[src/pkg/icc_ctrl_regs.vh]
// Register map, field positions, reset values and state codes of the
// two-wire controller's configuration block.
// Assumes a 32-bit classic Wishbone slave with byte addresses.
`ifndef ICC_CTRL_REGS_VH
`define ICC_CTRL_REGS_VH

// Word offsets (byte addresses).
`define ICC_OFS_CONTROL 8'h00
`define ICC_OFS_OWN_ADDR 8'h08
`define ICC_OFS_RAW_IRQ 8'h34
`define ICC_OFS_ENABLE 8'h6c
`define ICC_OFS_MST_REQ 8'hb0

// Control word fields.
`define ICC_CW_MASTER_MODE 0
`define ICC_CW_SPEED_LO 1
`define ICC_CW_SPEED_HI 2
`define ICC_CW_SLV_TEN_BIT 3
`define ICC_CW_MST_TEN_BIT 4
`define ICC_CW_RESTART_ALLOW 5
`define ICC_CW_SLAVE_OFF 6
`define ICC_CW_STOP_ADDR_ONLY 7
`define ICC_CW_TX_EMPTY_CTRL 8
`define ICC_CW_RX_FULL_HOLD 9
`define ICC_CW_MST_STOP_POLICY 10
`define ICC_CW_WIDTH 11

// Control word reset value and mask of the bits software may write.
`define ICC_CW_RESET 11'h065
`define ICC_CW_WR_MASK 11'h3ff

// Raw interrupt status fields.
`define ICC_RAW_RX_OVER 1
`define ICC_RAW_TX_EMPTY 4
`define ICC_RAW_TX_ABORT 6
`define ICC_RAW_STOP_SEEN 9
`define ICC_RAW_WIDTH 10

// Master request bits: operations that need a repeated start.
`define ICC_REQ_START_BYTE 0
`define ICC_REQ_HIGH_SPEED 1
`define ICC_REQ_DIR_CHANGE 2
`define ICC_REQ_TEN_BIT_READ 3
`define ICC_REQ_WIDTH 4

// Own slave address reset value.
`define ICC_OWN_ADDR_RESET 10'h055

// Slave receive states.
`define ICC_ST_IDLE 2'h0
`define ICC_ST_ADDR 2'h1
`define ICC_ST_ACK 2'h2
`define ICC_ST_REST 2'h3

`endif

[src/core/icc_sync.v]
// Two flip-flop synchroniser for a group of asynchronous levels.
// Assumes the inputs come from pins outside the mclk domain.
`timescale 1ns/1ps

module icc_sync #(
	parameter WIDTH = 2
) (
	input wire mclk, // System clock.
	input wire sys_rst, // Synchronous reset, active high.
	input wire [WIDTH-1:0] asyncIn, // Levels from outside the domain.
	output reg [WIDTH-1:0] syncOut // Levels safe to use in mclk domain.
);

	reg [WIDTH-1:0] metaStage;

	// The first stage feeds only the second; idle bus lines are high.
	always @(posedge mclk)
	begin
		if (sys_rst)
		begin
			metaStage <= {WIDTH{1'b1}};
			syncOut <= {WIDTH{1'b1}};
		end
		else
		begin
			metaStage <= asyncIn;
			syncOut <= metaStage;
		end
	end

endmodule

[src/core/icc_link_mon.v]
// Bus condition detector: clock edges, start and stop conditions.
// Assumes already synchronised clock and data lines on mclk.
`timescale 1ns/1ps

module icc_link_mon (
	input wire mclk, // System clock.
	input wire sys_rst, // Synchronous reset, active high.
	input wire sclIn, // Synchronised clock line.
	input wire sdaIn, // Synchronised data line.
	output reg sclRise, // One-cycle pulse on clock rising edge.
	output reg sclFall, // One-cycle pulse on clock falling edge.
	output reg startSeen, // One-cycle pulse on start or repeated start.
	output reg stopSeen // One-cycle pulse on stop.
);

	reg sclPrev;
	reg sdaPrev;

	// Data changing while the clock is high marks a start or a stop.
	always @(posedge mclk)
	begin
		if (sys_rst)
		begin
			sclPrev <= 1'b1;
			sdaPrev <= 1'b1;
			sclRise <= 1'b0;
			sclFall <= 1'b0;
			startSeen <= 1'b0;
			stopSeen <= 1'b0;
		end
		else
		begin
			sclPrev <= sclIn;
			sdaPrev <= sdaIn;
			sclRise <= sclIn & ~sclPrev;
			sclFall <= ~sclIn & sclPrev;
			startSeen <= sclIn & sclPrev & sdaPrev & ~sdaIn;
			stopSeen <= sclIn & sclPrev & ~sdaPrev & sdaIn;
		end
	end

endmodule

[src/core/icc_ctrl_top.v]
// Configuration control word of a two-wire serial bus controller, with
// its enable, own address, raw status and master request registers, and
// the slave address and stop logic that the control word steers.
// Assumes a classic Wishbone master on mclk and bus pins from outside.
`timescale 1ns/1ps
`include "icc_ctrl_regs.vh"

module icc_ctrl_top (
	input wire mclk, // System clock, 125 MHz.
	input wire sys_rst, // Synchronous reset, active high.
	input wire wb_cyc_i, // Wishbone cycle.
	input wire wb_stb_i, // Wishbone strobe.
	input wire wb_we_i, // Wishbone write enable.
	input wire [7:0] wb_adr_i, // Wishbone byte address.
	input wire [3:0] wb_sel_i, // Wishbone byte selects.
	input wire [31:0] wb_dat_i, // Wishbone write data.
	output reg [31:0] wb_dat_o, // Wishbone read data.
	output reg wb_ack_o, // Wishbone acknowledge.
	input wire sclIn, // Clock line level from the pin.
	input wire sdaIn, // Data line level from the pin.
	output reg sclOut, // Clock line drive value, always low.
	output reg sclOe, // Clock line output enable, high pulls low.
	output reg sdaOut, // Data line drive value, always low.
	output reg sdaOe, // Data line output enable, high pulls low.
	input wire rxFifoFull, // Receive FIFO holds its full depth.
	input wire rxByteDone, // Pulse: a received byte wants the FIFO.
	input wire txFifoEmpty, // Transmit FIFO at or below threshold.
	input wire txShiftBusy, // Transmit shifter still sending a byte.
	output reg mstTenBit, // Master starts with ten-bit addressing.
	output reg mstSplitXfer, // Master uses stop and start for restarts.
	output reg mstReqGo, // Pulse: an accepted master request.
	output reg [3:0] mstReqOp, // Operations of the last written request that was not refused, even while disabled.
	output reg rxOverflow, // Pulse: a received byte was lost.
	output reg slaveActive // Slave role is answering on the bus.
);

	reg [`ICC_CW_WIDTH-1:0] controlWord;
	reg ctrlEnable;
	reg [9:0] ownSlaveAddr;
	reg [`ICC_RAW_WIDTH-1:0] rawIrqStatus;
	reg [1:0] slvState;
	reg [3:0] bitCnt;
	reg [7:0] shiftByte;
	reg ackDriven;
	reg addressedHit;
	wire [1:0] syncLines;
	wire sclSync;
	wire sdaSync;
	wire sclRise;
	wire sclFall;
	wire startSeen;
	wire stopSeen;
	wire busReq;
	wire wrStrobe;
	wire [31:0] wrMask;
	wire [31:0] wrData;
	wire [7:0] fullByte;
	wire ownHit;
	wire genCallHit;
	wire slaveOn;
	wire stopQualifies;
	wire rxOverNow;
	wire abortNow;
	wire txEmptyNow;
	reg [31:0] next_rdData;

	// Pins pass two flip-flops before any logic looks at them.
	icc_sync #(
		.WIDTH(2)
	) uSync (
		.mclk(mclk),
		.sys_rst(sys_rst),
		.asyncIn({sclIn, sdaIn}),
		.syncOut(syncLines)
	);

	assign sclSync = syncLines[1];
	assign sdaSync = syncLines[0];

	icc_link_mon uMon (
		.mclk(mclk),
		.sys_rst(sys_rst),
		.sclIn(sclSync),
		.sdaIn(sdaSync),
		.sclRise(sclRise),
		.sclFall(sclFall),
		.startSeen(startSeen),
		.stopSeen(stopSeen)
	);

	// A request is answered one cycle after it appears; ack never stays
	// high two cycles, so a held request is not taken twice.
	assign busReq = wb_cyc_i & wb_stb_i & ~wb_ack_o;
	assign wrStrobe = busReq & wb_we_i;
	assign wrMask = {{8{wb_sel_i[3]}}, {8{wb_sel_i[2]}}, {8{wb_sel_i[1]}}, {8{wb_sel_i[0]}}};
	assign wrData = wb_dat_i & wrMask;

	// Slave role answers only when enabled and not switched off.
	assign slaveOn = ctrlEnable & ~controlWord[`ICC_CW_SLAVE_OFF];
	assign fullByte = {shiftByte[6:0], sdaSync};
	assign ownHit = (fullByte[7:1] == ownSlaveAddr[6:0]);
	assign genCallHit = (fullByte == 8'h00);

	// Master mode flags every stop; slave may restrict it to addressed ones.
	assign stopQualifies = controlWord[`ICC_CW_MASTER_MODE] ? 1'b1
		: (slaveActive & (~controlWord[`ICC_CW_STOP_ADDR_ONLY] | addressedHit));

	// Without bus hold, a byte that meets a full FIFO is lost.
	assign rxOverNow = rxByteDone & rxFifoFull & ~controlWord[`ICC_CW_RX_FULL_HOLD];

	// Any restart-needing operation is refused while restarts are off.
	assign abortNow = wrStrobe & (wb_adr_i == `ICC_OFS_MST_REQ) & wb_sel_i[0]
		& ~controlWord[`ICC_CW_RESTART_ALLOW] & (|wb_dat_i[`ICC_REQ_WIDTH-1:0]);

	// Controlled mode holds the flag off until the last byte has left.
	assign txEmptyNow = controlWord[`ICC_CW_TX_EMPTY_CTRL] ? (txFifoEmpty & ~txShiftBusy)
		: txFifoEmpty;

	// Register writes and the control word's write protection.
	always @(posedge mclk)
	begin
		if (sys_rst)
		begin
			controlWord <= `ICC_CW_RESET;
			ctrlEnable <= 1'b0;
			ownSlaveAddr <= `ICC_OWN_ADDR_RESET;
		end
		else if (wrStrobe)
		begin
			// Writes while enabled are dropped, and only the writable field
			// bits are taken; bit 10 and the reserved bits stay put.
			if (wb_adr_i == `ICC_OFS_CONTROL && !ctrlEnable)
			begin
				controlWord <= (controlWord & ~(`ICC_CW_WR_MASK & wrMask[10:0]))
					| (wrData[10:0] & `ICC_CW_WR_MASK);
			end
			if (wb_adr_i == `ICC_OFS_ENABLE && wb_sel_i[0])
			begin
				ctrlEnable <= wb_dat_i[0];
			end
			if (wb_adr_i == `ICC_OFS_OWN_ADDR && !ctrlEnable)
			begin
				ownSlaveAddr <= (ownSlaveAddr & ~wrMask[9:0]) | wrData[9:0];
			end
		end
	end

	// Raw status: sticky bits clear on a one written, and a new event
	// in the same cycle wins over the clear. Transmit empty is live.
	always @(posedge mclk)
	begin
		if (sys_rst)
		begin
			rawIrqStatus <= {`ICC_RAW_WIDTH{1'b0}};
		end
		else
		begin
			if (wrStrobe && wb_adr_i == `ICC_OFS_RAW_IRQ)
			begin
				rawIrqStatus <= rawIrqStatus & ~wrData[`ICC_RAW_WIDTH-1:0];
			end
			if (rxOverNow)
			begin
				rawIrqStatus[`ICC_RAW_RX_OVER] <= 1'b1;
			end
			if (abortNow)
			begin
				rawIrqStatus[`ICC_RAW_TX_ABORT] <= 1'b1;
			end
			if (stopSeen && stopQualifies)
			begin
				rawIrqStatus[`ICC_RAW_STOP_SEEN] <= 1'b1;
			end
			rawIrqStatus[`ICC_RAW_TX_EMPTY] <= txEmptyNow;
		end
	end

	// Read multiplexer; unmapped addresses read zero and still ack.
	always @*
	begin
		next_rdData = 32'h00000000;
		case (wb_adr_i)
			`ICC_OFS_CONTROL: next_rdData[`ICC_CW_WIDTH-1:0] = controlWord;
			`ICC_OFS_OWN_ADDR: next_rdData[9:0] = ownSlaveAddr;
			`ICC_OFS_RAW_IRQ: next_rdData[`ICC_RAW_WIDTH-1:0] = rawIrqStatus;
			`ICC_OFS_ENABLE: next_rdData[0] = ctrlEnable;
			default: next_rdData = 32'h00000000;
		endcase
	end

	// Bus answer and master-side outputs.
	always @(posedge mclk)
	begin
		if (sys_rst)
		begin
			wb_ack_o <= 1'b0;
			wb_dat_o <= 32'h00000000;
			mstTenBit <= 1'b0;
			mstSplitXfer <= 1'b0;
			mstReqGo <= 1'b0;
			mstReqOp <= 4'h0;
			rxOverflow <= 1'b0;
		end
		else
		begin
			wb_ack_o <= busReq;
			wb_dat_o <= busReq ? next_rdData : 32'h00000000;
			mstTenBit <= controlWord[`ICC_CW_MST_TEN_BIT];
			mstSplitXfer <= ~controlWord[`ICC_CW_RESTART_ALLOW];
			// Refused requests never reach the master engine.
			mstReqGo <= wrStrobe & (wb_adr_i == `ICC_OFS_MST_REQ) & wb_sel_i[0]
				& ctrlEnable & ~abortNow;
			if (wrStrobe && wb_adr_i == `ICC_OFS_MST_REQ && wb_sel_i[0] && !abortNow)
			begin
				mstReqOp <= wb_dat_i[`ICC_REQ_WIDTH-1:0];
			end
			rxOverflow <= rxOverNow;
		end
	end

	// Slave address phase: shift eight bits, then acknowledge a match.
	always @(posedge mclk)
	begin
		if (sys_rst)
		begin
			slvState <= `ICC_ST_IDLE;
			bitCnt <= 4'h0;
			shiftByte <= 8'h00;
			ackDriven <= 1'b0;
			addressedHit <= 1'b0;
			sdaOe <= 1'b0;
			slaveActive <= 1'b0;
		end
		else
		begin
			slaveActive <= slaveOn;
			if (stopSeen || !slaveOn)
			begin
				slvState <= `ICC_ST_IDLE;
				addressedHit <= 1'b0;
				sdaOe <= 1'b0;
			end
			else if (startSeen)
			begin
				slvState <= `ICC_ST_ADDR;
				bitCnt <= 4'h0;
				shiftByte <= 8'h00;
				sdaOe <= 1'b0;
			end
			else
			begin
				case (slvState)
					`ICC_ST_ADDR:
					begin
						if (sclRise)
						begin
							shiftByte <= fullByte;
							bitCnt <= bitCnt + 4'h1;
							if (bitCnt == 4'h7)
							begin
								// A general call is acknowledged but never
								// counts as being addressed.
								if (ownHit || genCallHit)
								begin
									slvState <= `ICC_ST_ACK;
									ackDriven <= 1'b0;
									addressedHit <= addressedHit | ownHit;
								end
								else
								begin
									slvState <= `ICC_ST_REST;
								end
							end
						end
					end
					`ICC_ST_ACK:
					begin
						// Pull data low from one falling edge to the next.
						if (sclFall)
						begin
							ackDriven <= ~ackDriven;
							sdaOe <= ~ackDriven;
							if (ackDriven)
							begin
								slvState <= `ICC_ST_REST;
							end
						end
					end
					`ICC_ST_REST:
					begin
						sdaOe <= 1'b0;
					end
					default:
					begin
						sdaOe <= 1'b0;
					end
				endcase
			end
		end
	end

	// Bus hold stretches the clock low while the receive FIFO is full.
	// The hold only starts once the clock is already low, so it never
	// cuts a high phase short.
	always @(posedge mclk)
	begin
		if (sys_rst)
		begin
			sclOe <= 1'b0;
			sclOut <= 1'b0;
			sdaOut <= 1'b0;
		end
		else
		begin
			sclOe <= controlWord[`ICC_CW_RX_FULL_HOLD] & rxFifoFull & ctrlEnable
				& (sclOe | ~sclSync);
		end
	end

endmodule

[config.mk]
export PLATFORM = sky130hd
export DESIGN_NAME = icc_ctrl_top
export DESIGN_NICKNAME = d
export VERILOG_FILES = /design/src/core/icc_sync.v /design/src/core/icc_link_mon.v /design/src/core/icc_ctrl_top.v
export VERILOG_INCLUDE_DIRS = /design/src /design/src/pkg
export SDC_FILE = /design/constraint.sdc
export NUM_CORES = 1
export LEC_CHECK = 0
export ABC_AREA = 0
export BUFFER_PORTS_ARGS = -buffer_cell sky130_fd_sc_hd__buf_2
export CELL_PAD_IN_SITES_DETAIL_PLACEMENT = 1
export CELL_PAD_IN_SITES_GLOBAL_PLACEMENT = 1
export CORE_ASPECT_RATIO = 0.6
export CORE_MARGIN = 1
export CORE_UTILIZATION = 38
export DETAILED_ROUTE_END_ITERATION = 6
export PLACE_DENSITY_LB_ADDON = 0.1
export SLEW_MARGIN = 20
export SYNTH_ARGS = -nofsm -noshare
export SYNTH_HDL_FRONTEND = slang
export SYNTH_SLANG_ARGS = --single-unit
[constraint.sdc]
create_clock -name mclk -period 2.6 [get_ports mclk]
set_input_delay 0 -clock mclk [delete_from_list [all_inputs] [get_ports mclk]]
set_output_delay 0 -clock mclk [all_outputs]
set_load 0.02 [all_outputs]
==> key figures, run 1 <==
STA
  • Final-report hold violation count: 0
  • Total negative slack: 0 ns
  • Tcrit/Tclk final: 82.2%
  • Slew at the pin closest to its max-slew limit: just under 0.7 ns
  • Tmin final: 2.14 ns
  • Max_slew headroom: a little over half
  • FMAX: about 470 MHz
  • RSZ-0062 raised after global routing: false
  • Clk_skew: 0.0110 ns
  • Setup violations, final: 0
  • Final hold slack: 0.0283 ns
  • Slew Limit Fails: 0

Yosys
  • Most common cell in the synthesized netlist: dfxtp_1
  • Cell taking the most area after synthesis: dfxtp_1
  • Number of synthesized flops with an enable pin: 0
  • Share of the synthesized area in the top cell type: 46.9%
  • Synthesized area: between 0.003 and 0.004 mm^2
  • Seq cells post-synth: between 70 and 80
  • Commonest cells post-synth: dfxtp_1 (78), nor2_1 (61), mux2i_1 (35), nand2_1 (25), buf_4 (24)
  • Mapped Avg Cell Area: 9.18 um^2
  • Top cells by area, synth: dfxtp_1 (47%), mux2i_1 (11%), nor2_1 (6.9%)
  • Cells after synthesis: approximately 360
  • Ys flop type: dfxtp_1
  • Yosys cell types: 42
  • Synth async-reset ratio: 0%
  • Synth Warn #: 0
  • Seq/Total Area, Yosys: ~47%

Final layout
  • Final core utilization: 48.3%
  • Final nets: 490
  • Area taken by flip-flops and latches: approximately 0.0016 mm^2
  • ANT cells: 0
  • Fillers: 1000
  • Synthesis-to-layout area growth: 23.0%
  • Final cell count without fillers: 549
  • Layout cell share with drive strength beyond 1: 20.4%
  • Multi-input logic area: 0.00158 mm^2

Hold path
  • Hold Crit Class: in2reg
  • Hold Crit Depth: 3

Die
  • Starting Density: 39.2%
  • DIE AREA: ~0.0092 mm^2
  • Die Y: 74.5 um
  • I/O Pins: 101
  • Die width: 123 um
  • CORE AREA: 0.00849 mm^2
  • Rows: 26

Clock tree
  • Clk slew on worst S/H paths: 0.06 ns
  • Root Buffer: clkbuf_16
  • CTS tree: built
  • Total CTS buffers: 9
  • Clock sinks: 78
  • H-tree depth: 3
  • Maximum buffer depth of the clock tree: 2
  • Clock Latency Late Sink: 0.34 ns

Pwr
  • Leakage dissipation: 1.74 nW
  • Maximum vdd drop: between 0.0003 and 0.0004 V
  • PwrDens: ~650 mW/mm^2

Drt
  • Vias per inst: approximately 5.1
  • DR vias: 2780
  • Antenna viol nets, final: 0
  • Drt total wl: 8530 um
  • Wire per inst: around 16 um
  • Pre-antenna DRT Iters: 4
  • Drt drc: 0
  • Initial drt markers: 174

Worst setup path
  • Crit-path max FO: 4
  • Crit end category: register
  • Critical path class: reg2reg
  • Crit path launch type: register
  • Worst path required time: 2.86 ns
  • FF-to-FF path depth: 5
  • Arrival time at the worst endpoint: 2.40 ns

Place
  • DP Cell Count: approximately 520
  • GPL Wtd Cong: 0.753
  • # port buffers: 52
  • DP HPWL: 5930 um

Global route
  • Initial antenna violation count: 0
  • Vias in the first global route: approximately 2700
  • GRT Util Overall: 20.0%
  • First-pass GRT wire length: 13600 um
  • Largest net degree at the start of global routing: 44
  • GRT overflow: 0

Status
  • Status: completed

Job
  • Max-cap violations: 0
critical path, stage by stage (launching register included):
cell and delay [ns]:
dfxtp_1 0.34, xor2_1 0.17, nor4_1 0.54, a21oi_1 0.21
or4b_2 0.65, a21oi_1 0.15
layout make-up:
cell class | instances | share of cell area, %
multi-input combinational | 258 | 38.4
sequential | 78 | 38.1
timing repair buffer | 75 | 11.5
clock buffer | 14 | 6.69
tap | 112 | 3.42
clock inverter | 2 | 0.947
inverter | 10 | 0.916
layout by cell type (no fill, tap or decap), drive strengths merged, types with 2 or more instances in the layout:
| cell type | synthesis | routed |
|---|---|---|
| nor2b | 4 | 4 |
| ha | 3 | 3 |
| nand4 | 4 | 4 |
| clkbuf | 13 | 14 |
| mux2i | 35 | 35 |
| or2 | 6 | 6 |
| nor4 | 11 | 11 |
| dfxtp | 78 | 78 |
| buf | 27 | 60 |
| or4 | 6 | 6 |
| nand3 | 5 | 5 |
| and3 | 7 | 7 |
| xor2 | 7 | 7 |
| a211oi | 4 | 4 |
| inv | 10 | 10 |
| nand2 | 25 | 25 |
| a21oi | 19 | 19 |
| nand3b | 2 | 2 |
| conb | 1 | 24 |
| o21ai | 5 | 5 |
| or4b | 2 | 2 |
| nor3 | 4 | 4 |
| dlygate4sd3 | 0 | 15 |
| or3 | 3 | 3 |
| nor2 | 61 | 61 |
| nor3b | 2 | 2 |
| a22oi | 8 | 8 |
worst paths after layout:
| path | from | end | slack [ns] |
|---|---|---|---|
| worst max register to register | shiftByte[2] | ackDriven | 0.46 |
| worst min register to register | uSync.metaStage[0] | uSync.syncOut[0] | 0.41 |
| worst min-delay path | txShiftBusy | rawIrqStatus[4] | 0.03 |
| worst max-delay path | shiftByte[2] | ackDriven | 0.46 |
what timing repair did:
item                      in CTS  in global routing
resized for setup              0                  0
buffers inserted               0                  0
hold endpoints to repair      26                  0
hold buffers                  15                  0
per-stage QoR:
stage,setup WS (ns),cell area [um^2],power (mW)
final,0.463,4100,2.66
after global routing,0.314,4100,2.76
after CTS,0.494,4100,2.70
after detailed placement,0.209,3630,1.36
after global placement,0.269,3630,1.36
after floorplan,0.689,3420,1.34
cells by family (layout without fill, tap and decap cells):
group,Yosys count,count (layout),synth area share [%]
AND/OR/NAND/NOR,146,146,22.9
flip-flops,78,78,46.9
buffers and inverters,50,101,8.41
AO/OA/AOI/OAI,41,41,7.63
multiplexers,36,36,10.9
XOR/XNOR,8,8,2.10
adder cells (fa/ha/maj),3,3,1.13
other,1,24,0.113
per-layer routing:
layer  GRT usage [%]  vias to the layer above  part of all wire (%)
met2            29.7                       74                    43
met5               0                        -                     0
met1            27.9                     1351                    51
met3            6.67                        9                   5.5
met4            5.01                        0                  0.84
li1                -                     1346                     -
power breakdown:
part	internal [mW]	switching (mW)
clock	0.825	0.485
sequential	1.20	0.00592
combinational	0.0486	0.0911
Note: power is estimated with default switching activity, not from simulation.
==> inputs of run 2 (changes only) <==
--- a/config.mk
+++ b/config.mk
@@ -12,7 +12,7 @@
 export CELL_PAD_IN_SITES_GLOBAL_PLACEMENT = 1
 export CORE_ASPECT_RATIO = 0.6
 export CORE_MARGIN = 1
-export CORE_UTILIZATION = 38
+export CORE_UTILIZATION = 34
 export DETAILED_ROUTE_END_ITERATION = 6
 export PLACE_DENSITY_LB_ADDON = 0.1
 export SLEW_MARGIN = 20
==> constraint.sdc (replaced) <==
create_clock -name mclk -period 1.9 [get_ports mclk]
set_input_delay 0 -clock mclk [delete_from_list [all_inputs] [get_ports mclk]]
set_output_delay 0 -clock mclk [all_outputs]
set_load 0.02 [all_outputs]
==> run 2 against run 1 <==
  * Sequential cell count did not move
  * Clock skew shrank 0.0073 ns
  * First-iteration DRC count fell by 25%
  * Combinational power grew 46%
  * Clock power grew 52%
  * Maximum frequency rose by 15%
  * Critical path type unchanged
  * Largest cell class unchanged
  * Sequential share of layout area is 3.6 points lower
  * Global-route usage is 0.82 points lower
  * Hold slack gained 0.0025 ns
  * Via count grew 4.0%
  * Sequential power is 36% higher
==> key figures, run 2 (synthesized netlist as in run 1, its figures left out) <==
STA
  • Tmin final: 1.86 ns
  • Final hold slack: 0.0308 ns
  • Setup violations, final: 0
  • Slew at the pin closest to its max-slew limit: 0.694 ns
  • RSZ-0062 raised after global routing: true
  • Final-report hold violation count: 0
  • FMAX: 539 MHz
  • Max_slew headroom: 53.7%
  • Final setup margin: ~0.044 ns
  • Tcrit/Tclk final: slightly below 100%
  • Slew Limit Fails: 0
  • Total negative slack: 0 ns
  • Clk_skew: ~0.0038 ns

Final layout
  • ANT cells: 0
  • Final core utilization: 48.8%
  • Synthesis-to-layout area growth: 36.7%
  • Final nets: 529
  • Commonest non-fill, non-tap cell in the layout: dfxtp_1
  • Most frequent cells in the layout: dfxtp_1 (73), nor2_1 (60), buf_2 (52), buf_4 (43), mux2i_1 (35)
  • Layout cell share with drive strength beyond 1: slightly above 30%

Die
  • Rows: 27
  • CORE AREA: 0.00932 mm^2
  • Die Y: 78.7 um
  • I/O Pins: 101
  • Starting Density: 35.7%
  • DIE AREA: ~0.010 mm^2
  • Die width: 130 um

Worst setup path
  • Crit path launch type: register
  • Critical path class: reg2reg
  • FF-to-FF path depth: 7
  • Arrival time at the worst endpoint: 2.13 ns
  • Critical path launch point: slvState[0]
  • Register-to-Register Setup Slack: roughly 0.044 ns
  • Crit end category: register
  • FF-to-FF Start: slvState[0]
  • R2r endpoint: ackDriven
  • Worst path required time: roughly 2.2 ns
  • Crit-path max FO: 4

Drt
  • Vias per inst: 4.77
  • Drt drc: 0
  • Wire per inst: between 15 and 20 um
  • Initial drt markers: 130
  • Drt total wl: 9310 um
  • Pre-antenna DRT Iters: 6
  • DR vias: 2891
  • Antenna viol nets, final: 0

Global route
  • Largest net degree at the start of global routing: 27
  • Met3 Resource Use GR: 4.64%
  • Met2 usage: 28.5%
  • GR peak layer: met2
  • First-pass GRT wire length: 14700 um
  • M1 GR Usage: between 20% and 30%
  • Initial antenna violation count: 0
  • GRT overflow: 0
  • Vias in the first global route: 2902
  • GRT Util Overall: 19.2%

Clock tree
  • Root Buffer: clkbuf_16
  • Clock Latency Late Sink: about 0.34 ns
  • Clk slew on worst S/H paths: 0.06 ns
  • H-tree depth: 3
  • Total CTS buffers: 9
  • Maximum buffer depth of the clock tree: 2
  • Clock sinks: 78
  • CTS tree: built

Place
  • Setup WS pre-CTS: -0.187 ns
  • GPL Wtd Cong: 0.804
  • # port buffers: 52
  • DP HPWL: a little under 7000 um

Pwr
  • Leakage dissipation: a little under 2 nW
  • Maximum vdd drop: 0.000487 V
  • PnR Total Power: 3.85 mW
  • PwrDens: 846 mW/mm^2

Hold path
  • Hold Crit Depth: 3
  • Min-delay src: wb_dat_i[1]
  • Hold Crit Class: in2reg

Job
  • Max-cap violations: 0

Status
  • Status: completed
[run 2: cell count changes in the layout (fill, tap and decap cells not counted), sizes merged]
cell,delta
inv,+1
clkinvlp,+3
clkbuf,-5
dlygate4sd3,+1
clkinv,-1
buf,+38
bufinv,+2
[run 2: routing by layer]
metal | share of wire, % | vias to the layer above
li1 | - | 1421
met1 | 52 | 1406
met2 | 43 | 58
met3 | 4.0 | 6
met4 | 0.68 | 0
met5 | 0 | -
[run 2: worst max-delay path by stage]
stage	to	slack, ns	cells past startpoint
3_3_place_gp	register	-0.14	7
4_1_cts	bitCnt[3]	-0.04	7
2_1_floorplan	register	0.004	6
6_report	ackDriven	0.04	7
5_1_grt	ackDriven	-0.05	7
3_5_place_dp	register	-0.19	7
[run 2: cell type report]
type | instances | area [um^2]
clock buffer | 9 | 225
clock inverter | 7 | 121
fill | 1105 | 4770
inverter | 10 | 37.5
multi-input combinational | 258 | 1640
sequential | 78 | 1570
tap | 130 | 163
timing repair buffer | 114 | 795
[run 2: where the power goes]
group	leakage [nW]	switching [mW]	internal, mW
registers	0.634	0.00802	1.65
logic	1.17	0.131	0.0749
clock network	0.158	0.707	1.29
total	1.96	0.845	3.01
[run 2: what timing repair did]
| item | in CTS | in global routing |
|---|---|---|
| setup buffers | 1 | 5 |
| gates cloned | 0 | 0 |
| endpoints found under the setup margin | 7 | 6 |
| resized for setup | 12 | 12 |
| endpoints found under the hold margin | 26 | 0 |
| pin swaps | 2 | 11 |
| hold buffers | 16 | 0 |
[run 2: metrics by stage]
| step | std cells | instance area [um^2] |
|---|---|---|
| 2_1_floorplan | 386 | 3420 |
| 3_3_place_gp | 568 | 3920 |
| 3_5_place_dp | 568 | 3920 |
| 4_1_cts | 601 | 4480 |
| 5_1_grt | 606 | 4550 |
| 6_report | 606 | 4550 |
[run 2: critical path, cell delays in order (launching register included)]
cell      delay [ns]
dfxtp_4         0.36
inv_1           0.05
ha_2            0.20
nor2b_1         0.15
a211oi_2        0.26
nand2_1         0.11
or4b_4          0.53
a21oi_2         0.13
